--- src/hdl/lgpc_pkg.sv ---
// Constants and types for the LED and pin configuration block
package lgpc_pkg;

  // ****************************************************************
  // Register map
  // ****************************************************************
  localparam int unsigned LGPC_ADDR_W = 8;
  localparam logic [7:0] LGPC_LED_PIN_CONFIG_OFS = 8'h24;
  localparam int unsigned LGPC_NPINS = 3;

  // ****************************************************************
  // Field positions
  // ****************************************************************
  localparam int unsigned LGPC_SEL_BIT = 31;
  localparam int unsigned LGPC_CTL10_LSB = 24;
  localparam int unsigned LGPC_CTL9_LSB = 20;
  localparam int unsigned LGPC_CTL8_LSB = 16;
  localparam int unsigned LGPC_BUF_LSB = 8;
  localparam int unsigned LGPC_DIR_LSB = 4;
  localparam int unsigned LGPC_DATA_LSB = 0;

  // ****************************************************************
  // Reset values
  // ****************************************************************
  localparam logic LGPC_SEL_RST = 1'b0;
  localparam logic [1:0] LGPC_CTL_RST = 2'h0;
  localparam logic [2:0] LGPC_BUF_RST = 3'h0;
  localparam logic [2:0] LGPC_DIR_RST = 3'h0;
  localparam logic [2:0] LGPC_DATA_RST = 3'h0;
  localparam logic [2:0] LGPC_SYNC_RST = 3'h0;

  // ****************************************************************
  // Pin function codes
  // ****************************************************************
  typedef enum logic [1:0] {
    lgpc_fn_gpio = 2'h0,
    lgpc_fn_led = 2'h1,
    lgpc_fn_mirror_a = 2'h2,
    lgpc_fn_mirror_b = 2'h3
  } lgpc_fn_e;

endpackage

--- src/hdl/lgpc_led_if.sv ---
// Carrier for the three LED indicator levels
`timescale 1ns/1ps
`default_nettype none

interface lgpc_led_if;
  // Active low: 0 lights the LED
  logic [2:0] led_n;
  modport source (output led_n);
  modport sink (input led_n);
endinterface

`default_nettype wire

--- src/hdl/lgpc_led.sv ---
// LED indicator function generator
`timescale 1ns/1ps
`default_nettype none

module lgpc_led (
  input wire logic core_clk,
  input wire logic srst,
  input wire logic led_function_select,
  input wire logic link_up,
  input wire logic speed_100,
  input wire logic activity,
  lgpc_led_if.source leds
);
  import lgpc_pkg::*;

  // Index 0 duplex, 1 link/activity, 2 speed
  // select-0 set
  always_ff @(posedge core_clk) begin
    if (srst) begin
      leds.led_n <= 3'h7;
    end else if (!led_function_select) begin
      leds.led_n[0] <= ~activity;
      leds.led_n[1] <= ~(link_up & ~activity);
      leds.led_n[2] <= ~speed_100;
    end else begin
      leds.led_n[0] <= ~activity;
      leds.led_n[1] <= ~link_up;
      leds.led_n[2] <= ~speed_100;
    end
  end
endmodule

`default_nettype wire

--- src/hdl/lgpc_pin.sv ---
// One multi-purpose pin: input synchroniser and output driver
`timescale 1ns/1ps
`default_nettype none

module lgpc_pin (
  input wire logic core_clk,
  input wire logic srst,
  input wire logic pin_in,
  input wire logic drive_val,
  input wire logic drive_en,
  input wire logic push_pull,
  output logic pin_out,
  output logic pin_oe,
  output logic pin_level
);
  import lgpc_pkg::*;

  logic [2:0] sync_r;

  // ****************************************************************
  // Input sampling
  // ****************************************************************
  always_ff @(posedge core_clk) begin
    if (srst) begin
      sync_r <= LGPC_SYNC_RST;
    end else begin
      sync_r <= {sync_r[1:0], pin_in};
    end
  end

  always_ff @(posedge core_clk) begin
    if (srst) begin
      pin_level <= 1'b0;
    end else if (sync_r[1] == sync_r[2]) begin
      pin_level <= sync_r[2];
    end
  end

  // ****************************************************************
  // Output driver
  // ****************************************************************
  // open drain only pulls low
  always_ff @(posedge core_clk) begin
    if (srst) begin
      pin_out <= 1'b0;
      pin_oe <= 1'b0;
    end else begin
      pin_out <= push_pull ? drive_val : 1'b0;
      pin_oe <= drive_en & (push_pull | ~drive_val);
    end
  end
endmodule

`default_nettype wire

--- src/hdl/lgpc_top.sv ---
// LED and multi-purpose pin configuration register with pin logic
//
// Function
// - Select 0: speed, link-activity, duplex LEDs
// - Select 0 duplex pin shows activity
// - Select resets 0, or EEPROM flag
// - USB/lite reset restores image or 0
// - Pin 10 field picks function
// - Pin 9: gpio, LED, RXD1, PHY reset
// - Pin 8: gpio, LED, RXD2, CRS
// - Mirror codes drive live MII signal, or PHY reset on pin 9
// - Code 01 routes selected LED function
// - Direction bit set makes pin output
// - Data written drives; read shows pin
// - Data read follows pin after reset
`timescale 1ns/1ps
`default_nettype none

module lgpc_top (
  input wire logic core_clk,
  input wire logic srst,
  input wire logic usb_reset,
  input wire logic lite_reset,
  input wire logic eeprom_present,
  input wire logic eeprom_load_done,
  input wire logic eeprom_led_select,
  input wire logic [lgpc_pkg::LGPC_ADDR_W-1:0] reg_addr,
  input wire logic [31:0] reg_wdata,
  input wire logic reg_wr,
  input wire logic reg_rd,
  output logic [31:0] reg_rdata,
  input wire logic link_up,
  input wire logic speed_100,
  input wire logic activity,
  input wire logic [3:0] mii_rxd,
  input wire logic mii_crs,
  input wire logic phy_reset_out_n,
  input wire logic [2:0] pin_in,
  output logic [2:0] pin_out,
  output logic [2:0] pin_oe,
  output logic led_function_select
);
  import lgpc_pkg::*;

  // ****************************************************************
  // Declarations
  // ****************************************************************
  logic led_image_r;
  lgpc_fn_e pin10_function_field_r;
  lgpc_fn_e pin9_function_field_r;
  lgpc_fn_e pin8_function_field_r;
  logic [2:0] pin_buffer_type_bits_r;
  logic [2:0] pin_direction_bits_r;
  logic [2:0] pin_data_bits_r;
  logic [2:0] pin_level;
  logic [2:0] drive_val;
  logic [2:0] drive_en;
  logic [2:0] push_pull;
  logic [2:0] mirror_a;
  logic [2:0] mirror_b;
  logic [1:0] fn_code [LGPC_NPINS];
  logic soft_reset;
  logic cfg_hit;
  logic cfg_wr;
  logic cfg_rd;
  logic [31:0] cfg_word;
  logic cfg_clr;
  logic led_select_nxt;
  logic sel_restore;
  logic wr_sel;
  logic [1:0] wr_ctl10;
  logic [1:0] wr_ctl9;
  logic [1:0] wr_ctl8;
  logic [2:0] wr_buf;
  logic [2:0] wr_dir;
  logic [2:0] wr_data;
  lgpc_fn_e pin10_function_field_nxt;
  lgpc_fn_e pin9_function_field_nxt;
  lgpc_fn_e pin8_function_field_nxt;
  logic [2:0] pin_buffer_type_bits_nxt;
  logic [2:0] pin_direction_bits_nxt;
  logic [2:0] pin_data_bits_nxt;
  logic speed_indicator_pin_n;
  logic link_activity_pin_n;
  logic duplex_indicator_pin_n;
  logic [2:0] led_for_pin;

  lgpc_led_if led_bus ();

  // ****************************************************************
  // Register decode
  // ****************************************************************
  assign cfg_hit = (reg_addr == LGPC_LED_PIN_CONFIG_OFS);
  assign cfg_wr = reg_wr & cfg_hit;
  assign cfg_rd = reg_rd & cfg_hit;
  assign soft_reset = usb_reset | lite_reset;
  assign cfg_clr = srst | soft_reset;

  // ****************************************************************
  // Write data fields
  // ****************************************************************
  // reserved write bits never picked up
  assign wr_sel = reg_wdata[LGPC_SEL_BIT];
  assign wr_ctl10 = reg_wdata[LGPC_CTL10_LSB +: 2];
  assign wr_ctl9 = reg_wdata[LGPC_CTL9_LSB +: 2];
  assign wr_ctl8 = reg_wdata[LGPC_CTL8_LSB +: 2];
  assign wr_buf = reg_wdata[LGPC_BUF_LSB +: 3];
  assign wr_dir = reg_wdata[LGPC_DIR_LSB +: 3];
  assign wr_data = reg_wdata[LGPC_DATA_LSB +: 3];

  // ****************************************************************
  // LED function select
  // ****************************************************************
  // Image keeps the last value loaded from the EEPROM
  always_ff @(posedge core_clk) begin
    if (srst) begin
      led_image_r <= LGPC_SEL_RST;
    end else if (eeprom_load_done) begin
      led_image_r <= eeprom_led_select;
    end
  end

  // value a USB or lite reset restores
  assign sel_restore = eeprom_present ? led_image_r : LGPC_SEL_RST;

  // EEPROM load, soft reset wins over it and writes
  always_comb begin
    led_select_nxt = led_function_select;
    if (soft_reset) begin
      led_select_nxt = sel_restore;
    end else if (eeprom_load_done) begin
      led_select_nxt = eeprom_present ? eeprom_led_select : LGPC_SEL_RST;
    end else if (cfg_wr) begin
      led_select_nxt = wr_sel;
    end
  end

  always_ff @(posedge core_clk) begin
    if (srst) begin
      led_function_select <= LGPC_SEL_RST;
    end else begin
      led_function_select <= led_select_nxt;
    end
  end

  // ****************************************************************
  // Next values of the pin fields
  // ****************************************************************
  // Fields take the write word only on a hit to the register
  always_comb begin
    pin10_function_field_nxt = pin10_function_field_r;
    pin9_function_field_nxt = pin9_function_field_r;
    pin8_function_field_nxt = pin8_function_field_r;
    pin_buffer_type_bits_nxt = pin_buffer_type_bits_r;
    pin_direction_bits_nxt = pin_direction_bits_r;
    pin_data_bits_nxt = pin_data_bits_r;
    if (cfg_wr) begin
      pin10_function_field_nxt = lgpc_fn_e'(wr_ctl10);
      pin9_function_field_nxt = lgpc_fn_e'(wr_ctl9);
      pin8_function_field_nxt = lgpc_fn_e'(wr_ctl8);
      pin_buffer_type_bits_nxt = wr_buf;
      pin_direction_bits_nxt = wr_dir;
      pin_data_bits_nxt = wr_data;
    end
  end

  // ****************************************************************
  // Pin function fields
  // ****************************************************************
  // pin 10 field
  always_ff @(posedge core_clk) begin
    if (cfg_clr) begin
      pin10_function_field_r <= lgpc_fn_e'(LGPC_CTL_RST);
    end else begin
      pin10_function_field_r <= pin10_function_field_nxt;
    end
  end

  always_ff @(posedge core_clk) begin
    if (cfg_clr) begin
      pin9_function_field_r <= lgpc_fn_e'(LGPC_CTL_RST);
    end else begin
      pin9_function_field_r <= pin9_function_field_nxt;
    end
  end

  always_ff @(posedge core_clk) begin
    if (cfg_clr) begin
      pin8_function_field_r <= lgpc_fn_e'(LGPC_CTL_RST);
    end else begin
      pin8_function_field_r <= pin8_function_field_nxt;
    end
  end

  // ****************************************************************
  // Buffer, direction and data bits
  // ****************************************************************
  // buffer type storage
  always_ff @(posedge core_clk) begin
    if (cfg_clr) begin
      pin_buffer_type_bits_r <= LGPC_BUF_RST;
    end else begin
      pin_buffer_type_bits_r <= pin_buffer_type_bits_nxt;
    end
  end

  always_ff @(posedge core_clk) begin
    if (cfg_clr) begin
      pin_direction_bits_r <= LGPC_DIR_RST;
    end else begin
      pin_direction_bits_r <= pin_direction_bits_nxt;
    end
  end

  always_ff @(posedge core_clk) begin
    if (cfg_clr) begin
      pin_data_bits_r <= LGPC_DATA_RST;
    end else begin
      pin_data_bits_r <= pin_data_bits_nxt;
    end
  end

  // ****************************************************************
  // Read path
  // ****************************************************************
  // reserved positions held at zero
  // data field returns live pin level
  always_comb begin
    cfg_word = 32'h0000_0000;
    cfg_word[LGPC_SEL_BIT] = led_function_select;
    cfg_word[LGPC_CTL10_LSB +: 2] = pin10_function_field_r;
    cfg_word[LGPC_CTL9_LSB +: 2] = pin9_function_field_r;
    cfg_word[LGPC_CTL8_LSB +: 2] = pin8_function_field_r;
    cfg_word[LGPC_BUF_LSB +: 3] = pin_buffer_type_bits_r;
    cfg_word[LGPC_DIR_LSB +: 3] = pin_direction_bits_r;
    cfg_word[LGPC_DATA_LSB +: 3] = pin_level;
  end

  // Data stand only in the cycle after the strobe
  always_ff @(posedge core_clk) begin
    if (srst) begin
      reg_rdata <= 32'h0000_0000;
    end else if (cfg_rd) begin
      reg_rdata <= cfg_word;
    end else begin
      reg_rdata <= 32'h0000_0000;
    end
  end

  // ****************************************************************
  // LED functions
  // ****************************************************************
  lgpc_led u_led (
    .core_clk(core_clk),
    .srst(srst),
    .led_function_select(led_function_select),
    .link_up(link_up),
    .speed_100(speed_100),
    .activity(activity),
    .leds(led_bus.source)
  );

  // ****************************************************************
  // LED levels by pin, index 0 is pin 8
  // ****************************************************************
  // duplex on pin 8, link on 9, speed on 10
  assign duplex_indicator_pin_n = led_bus.led_n[0];
  assign link_activity_pin_n = led_bus.led_n[1];
  assign speed_indicator_pin_n = led_bus.led_n[2];
  assign led_for_pin = {speed_indicator_pin_n, link_activity_pin_n, duplex_indicator_pin_n};

  // ****************************************************************
  // Mirror sources, index 0 is pin 8
  // ****************************************************************
  // pin 9 mirrors RXD1 or PHY reset
  // pin 8 mirrors RXD2 or CRS
  assign mirror_a = {mii_rxd[0], mii_rxd[1], mii_rxd[2]};
  assign mirror_b = {mii_rxd[3], phy_reset_out_n, mii_crs};

  assign fn_code[0] = pin8_function_field_r;
  assign fn_code[1] = pin9_function_field_r;
  assign fn_code[2] = pin10_function_field_r;

  // ****************************************************************
  // Per-pin function multiplexer and driver
  // ****************************************************************
  for (genvar i = 0; i < LGPC_NPINS; i++) begin : g_pin
    always_comb begin
      drive_val[i] = 1'b0;
      drive_en[i] = 1'b0;
      push_pull[i] = pin_buffer_type_bits_r[i];
      case (lgpc_fn_e'(fn_code[i]))
        lgpc_fn_gpio: begin
          drive_val[i] = pin_data_bits_r[i];
          drive_en[i] = pin_direction_bits_r[i];
        end
        lgpc_fn_led: begin
          drive_val[i] = led_for_pin[i];
          drive_en[i] = 1'b1;
        end
        lgpc_fn_mirror_a: begin
          drive_val[i] = mirror_a[i];
          drive_en[i] = 1'b1;
          push_pull[i] = 1'b1;
        end
        lgpc_fn_mirror_b: begin
          drive_val[i] = mirror_b[i];
          drive_en[i] = 1'b1;
          push_pull[i] = 1'b1;
        end
        default: begin
          drive_val[i] = 1'b0;
          drive_en[i] = 1'b0;
        end
      endcase
    end

    lgpc_pin u_pin (
      .core_clk(core_clk),
      .srst(srst),
      .pin_in(pin_in[i]),
      .drive_val(drive_val[i]),
      .drive_en(drive_en[i]),
      .push_pull(push_pull[i]),
      .pin_out(pin_out[i]),
      .pin_oe(pin_oe[i]),
      .pin_level(pin_level[i])
    );
  end

endmodule

`default_nettype wire

--- config.mk ---
export PLATFORM = sky130hd
export DESIGN_NAME = lgpc_top
export DESIGN_NICKNAME = d
export VERILOG_FILES = /design/src/hdl/lgpc_pkg.sv /design/src/hdl/lgpc_led_if.sv /design/src/hdl/lgpc_led.sv /design/src/hdl/lgpc_pin.sv /design/src/hdl/lgpc_top.sv
export SDC_FILE = /design/constraint.sdc
export NUM_CORES = 1
export LEC_CHECK = 0
export BUFFER_PORTS_ARGS = -buffer_cell sky130_fd_sc_hd__buf_2
export CAP_MARGIN = 0
export CORE_MARGIN = 8
export CORE_UTILIZATION = 35
export DETAILED_ROUTE_END_ITERATION = 10
export PLACE_DENSITY = 0.65
export SLEW_MARGIN = 0
export SYNTH_ARGS = -nofsm -noshare
export SYNTH_HDL_FRONTEND = slang
export SYNTH_SLANG_ARGS = --single-unit
--- constraint.sdc ---
create_clock -name core_clk -period 1.7 [get_ports core_clk]
set_input_delay 0.34 -clock core_clk [delete_from_list [all_inputs] [get_ports core_clk]]
set_output_delay 0.34 -clock core_clk [all_outputs]
set_load 0.03 [all_outputs]
---- After elaboration in Yosys (flattened, before gate mapping) ----
Cells that the tools add are included.
cells by class
  equal/unequal tests ..................... 13
  mux-type cells .......................... 15
  bitwise operators ....................... 22
  reduce and logical (&&, ||, !) cells .... 14
operators with widths
  operator                                        number
  OR reduction 2 bit                              7
  == test 2 bit (second input constant)           6
  case mux 1 bit (4 select lines)                 3
  NOT 1 bit                                       11
  OR reduction 3 bit                              3
  == test 8 x 6 -> 1 bit (second input constant)  1
  2-to-1 mux 1 bit                                8
  AND 1 bit                                       6
  == test 2 x 1 -> 1 bit (second input constant)  3
  zero test 2 bit                                 3
  case mux 1 bit (2 select lines)                 3
  OR 1 bit                                        5
  == test 1 bit                                   3
  nonzero test 3 bit                              1
  2-to-1 mux 2 bit                                1
word-level totals
  register bits after elaboration ......... 70
  bits of input ports ..................... 61
  output and inout port bits .............. 39
  logic and storage cells ................. 87

---- Depth between registers and ports, before layout ----
  depth after elaboration ................. 5
  gate-level depth with buffers ........... 5
  mapped depth without buffers ............ 3

---- By module ----
Synthesis repeated with hierarchy kept, for this count alone.
unflattened totals
  cells, all modules ...................... 206
  area, all modules ....................... 2130.8 um2
by module, submodules not included
  module    instances  cells an instance  area an instance (um2)  sequential area each (um2)
  lgpc_top  1          151                1485.2                  660.6
  lgpc_pin  3          16                 186.4                   120.1
  lgpc_led  1          7                  86.3                    60.1

---- Least setup slack after synthesis ----
Ideal clock, no wire load.
  path type ............................... input to register
  start ................................... input port reg_addr[1] (netlist bit)
  end ..................................... register pin10_function_field_r[0]
  setup time .............................. 132 ps
  data arrival time ....................... 1536 ps
  data required time ...................... 1568 ps
  slack ................................... 31 ps
  stages .................................. 5
  buffers on the path ..................... 2
  path through ............................ or4b_1 -> clkbuf_1 -> buf_1 -> o31ai_1 -> a21oi_1
between the ends
  word-level cells in the longest chain between the ends .. 2
RTL lines
  item                    line             source
  start: declaration      lgpc_top.sv:27   input wire logic [lgpc_pkg::LGPC_ADDR_W-1:0] reg_addr,
  == test 8 x 6 -> 1 bit  lgpc_top.sv:93   assign cfg_hit = (reg_addr == LGPC_LED_PIN_CONFIG_OFS);
  AND 1 bit               lgpc_top.sv:94   assign cfg_wr = reg_wr & cfg_hit;
  end signal: assignment  lgpc_top.sv:173  pin10_function_field_r <= lgpc_fn_e'(LGPC_CTL_RST);
  end signal: assignment  lgpc_top.sv:175  pin10_function_field_r <= pin10_function_field_nxt;
  end: declaration        lgpc_top.sv:49   lgpc_fn_e pin10_function_field_r;
No other way between the ends.
A chain may end at the register's enable or synchronous reset.

---- Worst setup path after layout ----
  start ................................... input port reg_addr[4] (netlist bit)
  end ..................................... register pin_direction_bits_r[2]
between the ends
  word-level cells in the longest chain between the ends .. 2
RTL lines
  item                    line             source
  == test 8 x 6 -> 1 bit  lgpc_top.sv:93
  AND 1 bit               lgpc_top.sv:94
  end signal: assignment  lgpc_top.sv:211  pin_direction_bits_r <= pin_direction_bits_nxt;
  end: declaration        lgpc_top.sv:53   logic [2:0] pin_direction_bits_r;
No other way between the ends.

==> flow_summary.ini <==
[synthesis]
synth_top_area_frac = 0.506
synthCells = 217
ys_seq_area_frac = 0.506
synth-edff-count = 0
ys.flop_type = dfxtp_1
yosys.area.top_type = dfxtp_1
yosysUniqueCellTypes = 30
synth_async_sr_flop_share = 0
synth_area_mm2 = 0.00214
avgSynthCellArea_um2 = 9.85
synth.area.top_cells = dfxtp_1 (51%), buf_4 (7.7%), o31ai_1 (5.6%)
ys_seq_elements = 54
yosysWarnings = 0

[routing]
drc_errors = 0
vias = 1695
routed_wl_um = 4930
drt_pass1_iterations = 4
antenna_left = 0
wl_per_cell_um = 13.8
drt_iter0_drc = 88
via_per_inst = 4.73

[floorplanning]
core_mm2 = 0.00592
dieArea_mm2 = 0.00887
rows = 28
chipWidth_um = 94.2
ios = 100
start_util = 0.361
fp.dieH_um = 94.2

[layout]
postLayoutCellArea_mm2 = 0.00266
final_layout_size_suffix_gt1_frac = 0.318
layout_commonest_cell = buf_2
antennaDiodeCount = 0
syn2layout_area_growth_pct = 24.2
final_cell_mix = buf_2 (67), dfxtp_1 (54), a21oi_1 (21)
final_core_util = 0.448
nets = 343
finalNonFillerCells = 358

[global_routing]
grt_max_degree = 22
grt_pass1_wl_um = 8170
grt_pass1_vias = 1751
grt-ovfl-total = 0
grt_usage = 0.115
grt_antenna_before_repair = 0

[critical_path]
criticalPathCategory = in -> reg
rr_worst_depth = 3
cp.arrival_ns = 1.67
crit_path_start_kind = primary input
path_buf_inv = 2
crit_family = simple AND/OR/NAND/NOR gates
endpoint_kind = register
path_cells = buf_2 > or4b_1 > buf_4 > o31ai_1 > a21oi_1
crit_fanout = 15
crit_cells = 5
crit_required_ns = 1.88
max_stage_delay_ns = 0.62
crit_path_top_delay_cell = or4b_1

[clock_network]
path_clk_slew_ns = 0.10
clockRootBuffer = clkbuf_8
clock-sinks = 54
cts_buffers = 5
cts_hold_repair.buffers = 0
cts_tree = done
clk_latency_ns = 0.30
htreeDepth = 2
postCtsSetupBuffers = 0
cts_buffer_depth = 2
cts_resized = 0

[sta]
max_freq_ghz = 0.668
fin_skew_ns = 0.00818
rsz0062_at_grt = no
layout_min_cycle_time_ns = 1.50
finalCritPeriodShare = 0.881
maxSlewHeadroom = 0.653
setup_viol = 0
timing.final.ws_setup_ns = 0.202
drv_slew = 0
finalHoldViolations = 0
worst_pin_slew_ns = 0.521

[place]
hpwl_um = 3840
dpl.cell_count = 350
placed_cell_area_mm2 = 0.00251
port_buffers = 67
post-place-ws_ns = -0.116
place_congestion = 0.816

[power]
irDropWorstVdd_v = 0.000414
power.total_mw = 2.50
leakagePower_nw = 1.09
cellPowerDensity_mw_per_mm2 = 943

[run]
maxCapViolCount = 0

[run_status]
status = complete, no violations

[min_path]
hold_class = in -> reg
hold_depth = 2
## cell usage after synthesis, drive strengths merged (2+ instances only)
library cell / count
nand4: 15
nor2b: 12
buf: 25
dfxtp: 54
o21ai: 4
nor4: 2
clkbuf: 11
or4b: 2
and2: 16
a21oi: 21
nor4b: 2
mux2i: 7
nand2b: 7
inv: 5
nand2: 3
o31ai: 16
o22ai: 6
## layout make-up
class	instances	area (um^2)
fillers	588	3270
flip-flops and latches	54	1080
multi-input cells	137	868
repair buffers	79	450
well taps	75	93.8
clock buffers	6	82.6
clock inverters	2	60.1
inverters	5	18.8
## power breakdown
group | leakage (nW) | switching (mW) | internal [mW] | total, mW
clock network | 0.0714 | 0.401 | 0.628 | 1.03
logic | 0.586 | 0.119 | 0.0703 | 0.189
registers | 0.437 | 0.00616 | 1.28 | 1.28
total | 1.09 | 0.526 | 1.98 | 2.50
## layer usage
layer | part of all wire | routed length [um] | track usage
met2 | 0.45 | 2210 | 0.178
met4 | 0.023 | 114 | 0.0476
met1 | 0.43 | 2120 | 0.138
met3 | 0.098 | 482 | 0.0448
met5 | 0 | 0 | 0
## worst register-to-register path: stages (launching register included)
cell and delay (ns):
dfxtp_1 0.45, mux2i_1 0.32, o22ai_1 0.14, nor2b_1 0.14
## registers in the layout, summed over array words and instances (netlist names), 3 cells and up
| register | flops |
|---|---|
| reg_rdata | 16 |
| pin_buffer_type_bits_r | 3 |
| g_pin.u_pin.sync_r | 9 |
| g_pin.u_pin.pin_out | 3 |
| u_led.leds.led_n | 3 |
| g_pin.u_pin.pin_oe | 3 |
| g_pin.u_pin.pin_level | 3 |
| pin_data_bits_r | 3 |
| pin_direction_bits_r | 3 |
## path summary, 6_finish.rpt
path                                               from                                    to  slack, ns
hold / removal                                speed_100        u_led.leds.led_n[2]$_SDFF_PP1_       0.20
setup / recovery                            reg_addr[4]  pin_direction_bits_r[2]$_SDFFE_PP0P_       0.20
setup reg to reg  pin8_function_field_r[0]$_SDFFE_PP0P_     g_pin[0].u_pin.pin_out$_SDFF_PP0_       0.54
hold reg to reg     g_pin[0].u_pin.sync_r[0]$_SDFF_PP0_   g_pin[0].u_pin.sync_r[1]$_SDFF_PP0_       0.44
## cell families (layout without fill, tap and decap cells)
group | count (synthesis) | after routing | share of synthesized area
compound gates | 49 | 49 | 0.140
buf+inv | 41 | 92 | 0.115
flops | 54 | 54 | 0.506
mux | 7 | 7 | 0.0328
other cells | 1 | 16 | 0.00175
simple gates | 65 | 65 | 0.205
## stage by stage
step	TNS (ns)	hold WS, ns
after floorplan	0	0.412
after global placement	-1.66	0.416
after detailed placement	-2.02	0.428
after CTS	0	0.185
after global routing	0	0.182
final	0	0.197
(Power assumes the default switching activity.)
